--- config.mk ---
export PLATFORM = sky130hd
export DESIGN_NAME = dhrs_top
export DESIGN_NICKNAME = d
export VERILOG_FILES = /design/src/rtl/dhrs_top.v
export VERILOG_INCLUDE_DIRS = /design/src /design/src/common
export SDC_FILE = /design/constraint.sdc
export NUM_CORES = 1
export LEC_CHECK = 0
export BUFFER_PORTS_ARGS = -buffer_cell sky130_fd_sc_hd__buf_2
export CORE_AREA = 2 2 74 146
export CTS_BUF_LIST = sky130_fd_sc_hd__clkbuf_16
export DETAILED_ROUTE_END_ITERATION = 10
export DIE_AREA = 0 0 76 148
export PLACE_DENSITY = 0.67
export SYNTH_ARGS = -nofsm -noshare
export SYNTH_HDL_FRONTEND = slang
export SYNTH_SLANG_ARGS = --single-unit
export TNS_END_PERCENT = 50
--- constraint.sdc ---
create_clock -name REF_CLK -period 2 [get_ports REF_CLK]
set_input_delay 0.5 -clock REF_CLK [delete_from_list [all_inputs] [get_ports REF_CLK]]
set_output_delay 0.5 -clock REF_CLK [all_outputs]
set_load 0.005 [all_outputs]
--- src/common/dhrs_regs.vh ---
// timing constants for the display hardware reset sequencer
`ifndef DHRS_REGS_VH
`define DHRS_REGS_VH
`define DHRS_CLK_NS 100
`define DHRS_SPIKE_REJECT_NS 5000
`define DHRS_RESET_ACCEPT_NS 9000
`define DHRS_RELOAD_START_MS 5
`define DHRS_SETTLE_SHORT_MS 5
`define DHRS_SETTLE_LONG_MS 120
`define DHRS_NS_PER_MS 1000000
// load gives up waiting for the storage after this many cycles
`define DHRS_LOAD_TIMEOUT_CYC 16
// cycles; least times round up, longest times round down
`define DHRS_SPIKE_REJECT_CYC ((`DHRS_SPIKE_REJECT_NS + `DHRS_CLK_NS - 1) / `DHRS_CLK_NS)
`define DHRS_RESET_ACCEPT_CYC (`DHRS_RESET_ACCEPT_NS / `DHRS_CLK_NS)
`define DHRS_SETTLE_SHORT_CYC (`DHRS_SETTLE_SHORT_MS * `DHRS_NS_PER_MS / `DHRS_CLK_NS)
`define DHRS_SETTLE_LONG_CYC (`DHRS_SETTLE_LONG_MS * `DHRS_NS_PER_MS / `DHRS_CLK_NS)
`endif

--- src/rtl/dhrs_top.v ---
// display hardware reset sequencer: spike filter, blanking and settings reload
//
// Summary of operation
// (RULE1) reject lows under 5us, reset beyond 9us
// (RULE2) reload settings, 5ms sleep-in, 120ms sleep-out
// (RULE3) reload every release, starting within 5ms
// (RULE4) blank during reset, then default condition
// (RULE5) brief highs inside valid reset rejected
// (RULE6) host waits 5ms before commands
// (RULE7) host waits 120ms before sleep-out
// (RULE8) host holds reset low long enough
`timescale 1ns/10ps
`include "dhrs_regs.vh"
module dhrs_top #(
   parameter FILT_CYC = `DHRS_RESET_ACCEPT_CYC,
   parameter SHORT_CYC = `DHRS_SETTLE_SHORT_CYC,
   parameter LONG_CYC = `DHRS_SETTLE_LONG_CYC,
   parameter LOAD_CYC = `DHRS_LOAD_TIMEOUT_CYC
) (
   // clock and power-on reset
   input wire REF_CLK,
   input wire RST_N,
   // reset line from host
   input wire HW_RESET_N,
   // current sleep state of the controller
   input wire SLEEP_OUT,
   // reload of settings from non-volatile storage
   output reg RELOAD_REQ,
   input wire RELOAD_DONE,
   // state shown to the rest of the controller
   output reg CORE_RESET_N,
   output reg BLANK,
   output reg READY
);
   // sequencer states
   localparam ST_IDLE = 3'H0;
   localparam ST_HELD = 3'H1;
   localparam ST_LOAD = 3'H2;
   localparam ST_SETTLE = 3'H3;
   // counter width, enough for the sleep-out settle count
   localparam CW = 32;
   // compare points; counts end exactly on their cycle, except the load timeout, which ends one cycle later
   localparam [CW-1:0] FILT_LAST = FILT_CYC - 1;
   localparam [CW-1:0] LOAD_END = LOAD_CYC;
   localparam [CW-1:0] SHORT_LAST = SHORT_CYC - 1;
   localparam [CW-1:0] LONG_LAST = LONG_CYC - 1;

   // sequencer state and counters
   reg [2:0] state_q;
   reg [2:0] state_d;
   reg [CW-1:0] low_cnt_q;
   reg [CW-1:0] low_cnt_d;
   reg [CW-1:0] high_cnt_q;
   reg [CW-1:0] high_cnt_d;
   reg [CW-1:0] settle_q;
   reg [CW-1:0] settle_d;
   reg [CW-1:0] limit_q;
   reg [CW-1:0] limit_d;
   reg sleep_out_q;
   reg sleep_out_d;
   // next values of the registered outputs
   reg reload_req_d;
   reg core_reset_n_d;
   reg blank_d;
   reg ready_d;

   // filter and phase decisions
   wire line_low;
   wire low_taken;
   wire high_taken;
   wire enter_held;
   wire reload_start;
   wire load_end;
   wire settle_end;

   assign line_low = ~HW_RESET_N;
   // a level counts only after FILT_CYC consecutive samples
   assign low_taken = line_low && (low_cnt_q >= FILT_LAST); // [RULE1]
   assign high_taken = !line_low && (high_cnt_q >= FILT_LAST); // [RULE5]
   // a genuine low restarts the sequence from any phase but the held one
   assign enter_held = low_taken &&
      (state_q == ST_IDLE || state_q == ST_LOAD || state_q == ST_SETTLE); // [RULE1]
   assign reload_start = high_taken && (state_q == ST_HELD); // [RULE3]
   assign load_end = RELOAD_DONE || (settle_q >= LOAD_END); // [RULE2]
   assign settle_end = (settle_q >= limit_q); // [RULE4]

   // consecutive-level counters, saturating at the accept point
   always @* begin
      low_cnt_d = {CW{1'B0}};
      high_cnt_d = {CW{1'B0}};
      if (line_low) begin
         if (low_cnt_q < FILT_LAST) begin
            low_cnt_d = low_cnt_q + 1'B1;
         end else begin
            low_cnt_d = low_cnt_q;
         end
      end else begin
         if (high_cnt_q < FILT_LAST) begin
            high_cnt_d = high_cnt_q + 1'B1;
         end else begin
            high_cnt_d = high_cnt_q;
         end
      end
   end

   // phase sequencing
   always @* begin
      state_d = state_q;
      case (state_q)
         ST_IDLE: begin
            if (low_taken) begin
               state_d = ST_HELD;
            end
         end
         ST_HELD: begin
            if (high_taken) begin
               state_d = ST_LOAD;
            end
         end
         ST_LOAD: begin
            // short lows here are spikes and leave the load running
            if (low_taken) begin
               state_d = ST_HELD;
            end else if (load_end) begin
               state_d = ST_SETTLE;
            end
         end
         ST_SETTLE: begin
            if (low_taken) begin
               state_d = ST_HELD;
            end else if (settle_end) begin
               state_d = ST_IDLE;
            end
         end
         default: begin
            state_d = ST_IDLE;
         end
      endcase
   end

   // settle timing, counted from the reload start and including the load
   always @* begin
      settle_d = settle_q;
      limit_d = limit_q;
      sleep_out_d = sleep_out_q;
      if (enter_held) begin
         sleep_out_d = SLEEP_OUT;
      end
      if (reload_start) begin
         settle_d = {CW{1'B0}};
         if (sleep_out_q) begin
            limit_d = LONG_LAST; // [RULE2]
         end else begin
            limit_d = SHORT_LAST; // [RULE2]
         end
      end else if (state_q == ST_LOAD || state_q == ST_SETTLE) begin
         settle_d = settle_q + 1'B1;
      end
   end

   // registered outputs hold their level between events, except RELOAD_REQ, which pulses for one cycle
   always @* begin
      reload_req_d = reload_start; // [RULE3]
      core_reset_n_d = CORE_RESET_N;
      blank_d = BLANK;
      ready_d = READY;
      // idle reports ready, also before the first reset
      if (state_q == ST_IDLE) begin
         ready_d = 1'B1;
      end
      if (enter_held) begin
         core_reset_n_d = 1'B0;
         blank_d = 1'B1; // [RULE4]
         ready_d = 1'B0;
      end else if (state_q == ST_LOAD && load_end) begin
         core_reset_n_d = 1'B1; // [RULE2]
      end else if (state_q == ST_SETTLE && settle_end) begin
         blank_d = 1'B0; // [RULE4]
         ready_d = 1'B1; // [RULE2]
      end
   end

   // filter counters and phase
   always @(posedge REF_CLK or negedge RST_N) begin
      if (!RST_N) begin
         state_q <= ST_IDLE;
         low_cnt_q <= {CW{1'B0}};
         high_cnt_q <= {CW{1'B0}};
      end else begin
         state_q <= state_d;
         low_cnt_q <= low_cnt_d;
         high_cnt_q <= high_cnt_d;
      end
   end

   // settle timing and captured sleep state
   always @(posedge REF_CLK or negedge RST_N) begin
      if (!RST_N) begin
         settle_q <= {CW{1'B0}};
         limit_q <= {CW{1'B0}};
         sleep_out_q <= 1'B0;
      end else begin
         settle_q <= settle_d;
         limit_q <= limit_d;
         sleep_out_q <= sleep_out_d;
      end
   end

   // outputs come straight from flip-flops
   always @(posedge REF_CLK or negedge RST_N) begin
      if (!RST_N) begin
         RELOAD_REQ <= 1'B0;
         CORE_RESET_N <= 1'B0;
         BLANK <= 1'B1;
         READY <= 1'B0;
      end else begin
         RELOAD_REQ <= reload_req_d;
         CORE_RESET_N <= core_reset_n_d;
         BLANK <= blank_d;
         READY <= ready_d;
      end
   end

endmodule // dhrs_top

==> impl_results.md <==
* Post-layout min period at 2070 ps
* Via density at about 5.5
* FF-to-FF setup slack at -70 ps
* Cells after Synth at 454
* Net Count, Synth at 482
* Slew @ Worst Pin at 528 ps
* Clock root cell: clkbuf_16
* Drt first-iter violations at 181
* H-tree depth at 3
* Vias in the first global route at between 3000 and 4000
* P_leak at between 2 and 3 nW
* Die width at about 76 µm
* Tcrit/Tclk final at 104%
* Total GRT Usage at 19.2%
* Area fraction in compound gates after synthesis at under 10%
* CTS tree: done
* CTS clk-pin slew, worst paths at 70 ps
* Area share of and/or/nand/nor cells after synthesis at 23.8%
* Fraction of layout cells with a size suffix above 1 at 18.1%
* Netlist cell types at 54
* Global-route wire length before repair at 17100 µm
* Failing checks: negative setup slack
* Slew HR at between 60% and 70%
* Slew Limit Fails at 0
* Largest net degree at the start of global routing at 65
* Row cnt at 52
* Worst path required time at approximately 2200 ps
* CTS max path bufs at 2
* Count of final hold-check violations at 0
* Sequence of cells on the critical path: inv_2 > ha_1 > a21oi_1 > o21ai_1 > a21o_1 > a221oi_4 > o21ai_2 > o31a_1
* Flop pwr share at 48.7%
* Core area at 0.0101 mm²
* Critical Path End Type: flop
* WP buf/inv at 1
* Starting Density at 49.0%
* Clock Sinks at 106
* Switch share at 23.4%
* Pwr/cell area at around 810 mW/mm²
* Flops & latches, synth at around 110
* Final Net Count at between 500 and 600
* Post-synthesis adder-cell area fraction at a little under 6%
* Gp weighted congestion at around 0.79
* Final Setup Violations at 2
* Logic pwr share at 8.1%
* Drt total wl at 10100 µm
* Hold crit path type: in2async
* CTS buffer count at 9
* Die area at 0.0112 mm²
* RR Startpoint: limit_q[14]
* Post-synth EDFFs at 0
* CTS Hold Buffers Added at 0
* Post-DP HPWL at 7250 µm
* Register-to-Register Path Depth at 8
* Critical path class: reg2reg
* Status: complete, but fails checks
* Ys flop type: dfrtp_1
* Crit path largest cell delay at ~400 ps
* Combinational family with the most area after synthesis: simple AND/OR/NAND/NOR gates
* Setup WS pre-CTS at -202 ps
* Final antenna diode count at 0
* Chip height at 148 µm
* R2r endpoint: READY
* Clock skew at 7.51 ps
* Final worst setup slack at -72.4 ps
* Critical path fanouts, max at 7
* MaxCap Viol Count at 0
* Crit-path leading delay family: compound AO/OA/AOI/OAI gates
* I/O pin cnt at 9
* Fmax at 483 MHz
* Drc violations at 0
* Critical-path top delay cell: dfrtp_1
* Clock Power Share at between 40% and 50%
* Setup crit start kind: flop
* I/O Buffers at 8
* Area grow syn2layout at 18.1%
* Grt total ovfl at 0
* Antenna Nets Post-Route at 0
* Syn avg cell area at 10.9 µm²
* Syn Std Cell Area at slightly below 0.005 mm²
* DR WL/cell at approximately 16 µm
* Max VDD drop at 0.000512 V
* Synth Warn # at 0
* Vias at 3528
* Sequential element share of the synthesized area at 53.7%
* Arrival @ worst endpoint at approximately 2300 ps
* Post-synthesis mux area share at 0.835%
* Router iterations before antenna repair at 4
* P_int at 0.00361 W
* RSZ-0062 raised after global routing: true
* Asr flop ratio synth at 100%
* Min Hold Slack at ~76 ps
* Synth Area in XOR/XNOR at 3.90%
* Clk_lat worst skew at about 350 ps
* Sw Pwr at 0.00111 W
* Initial antenna violation count at 0
-- worst max-delay path by stage --
stage | slack, ps | depth (start not counted) | to | startpoint
6_report | -70 | 8 | READY | limit_q[14]
5_1_grt | -160 | 8 | READY | limit_q[17]
4_1_cts | -130 | 8 | READY | limit_q[17]
3_5_place_dp | -200 | 8 | READY | limit_q[17]
3_3_place_gp | -150 | 8 | READY | limit_q[17]
2_1_floorplan | 2 | 8 | READY | limit_q[17]
-- through the flow --
stage,TNS [ps],utilization [%],power [W],cell area (µm²),instances
floorplan,0,-,0.00254,4960,454
global placement,-230,53.3,0.00270,5380,618
detailed placement,-416,53.3,0.00271,5380,618
CTS,-222,57.0,0.00477,5750,635
global route,-601,57.9,0.00490,5840,637
finish,-77.6,57.9,0.00472,5840,637
-- power by group through the flow --
stage	combinational [W]	clock, W	sequential, W
after floorplan	0.000210	0	0.00233
after detailed placement	0.000376	0	0.00234
after global routing	0.000437	0.00216	0.00231
final	0.000380	0.00204	0.00230
after CTS	0.000383	0.00209	0.00229
after global placement	0.000362	0	0.00234
-- cells in the final DEF (no fill, tap or decap), types with 4 or more instances in the layout --
| cell type | instances |
|---|---|
| clkbuf_16 | 9 |
| and2_1 | 30 |
| nor2_1 | 31 |
| dfrtp_1 | 105 |
| buf_4 | 37 |
| a21oi_1 | 8 |
| o211ai_1 | 6 |
| ha_1 | 21 |
| nand2_1 | 29 |
| nor3_1 | 8 |
| inv_1 | 11 |
| xor2_1 | 11 |
| nor4_1 | 12 |
| o21ai_0 | 13 |
| o31ai_1 | 7 |
| nand4_1 | 20 |
| nor2b_1 | 31 |
| xnor2_1 | 11 |
| buf_2 | 7 |
| and4_1 | 4 |
| nand3_1 | 22 |
| nor4_2 | 4 |
-- registers in the layout, summed over array words and instances, names as in the netlist, 2 cells and up --
signal	flops
limit_q	3
state_q	2
high_cnt_q	32
settle_q	32
low_cnt_q	32
-- synth_stat cells, types with 9 or more instances --
| master | count | area [µm²] |
|---|---|---|
| nor2_1 | 31 | 116 |
| clkbuf_1 | 9 | 33.8 |
| nor4_1 | 17 | 106 |
| xnor2_1 | 11 | 96.3 |
| nand3_1 | 22 | 110 |
| ha_1 | 23 | 288 |
| nand4_1 | 20 | 125 |
| dfrtp_1 | 105 | 2630 |
| nor2b_1 | 31 | 194 |
| nand2_1 | 29 | 109 |
| xor2_1 | 11 | 96.3 |
| o21ai_0 | 14 | 70.1 |
| inv_1 | 13 | 48.8 |
| and2_1 | 30 | 188 |
-- metal layers --
layer	share of wire, %	vias to the layer above	global-route usage, %	wire length (µm)
li1	-	1688	-	-
met1	39	1775	21.6	3950
met2	55	40	34.8	5550
met3	2.0	25	3.05	197
met4	3.7	0	9.82	376
met5	0	-	0	0
-- cells by family after synthesis --
| group | Yosys count |
|---|---|
| flops | 106 |
| xor+xnor | 22 |
| compound gates | 58 |
| buf+inv | 30 |
| mux | 4 |
| simple gates | 211 |
| fa+ha+maj | 23 |
-- worst reg2reg max path, delay by kind of cell (launching register included) --
family,cells,cell delay (ps)
flops,1,390
fa+ha+maj,1,270
buf+inv,1,120
compound gates,6,1180
-- cell type report --
class | instances | area (µm²)
Fill cell | 839 | 4250
Sequential cell | 106 | 2650
Timing Repair Buffer | 48 | 384
Clock inverter | 7 | 124
Inverter | 14 | 60.1
Clock buffer | 9 | 225
Tap cell | 135 | 169
Multi-Input combinational cell | 318 | 2220
-- repair_timing --
item                                    in CTS  in global routing
endpoints found under the setup margin       4                 12
gates resized for setup                      1                 14
buffers inserted                             1                  2
pin swaps                                    7                  7
endpoints found under the hold margin        0                  0
(Power assumes the default switching activity.)
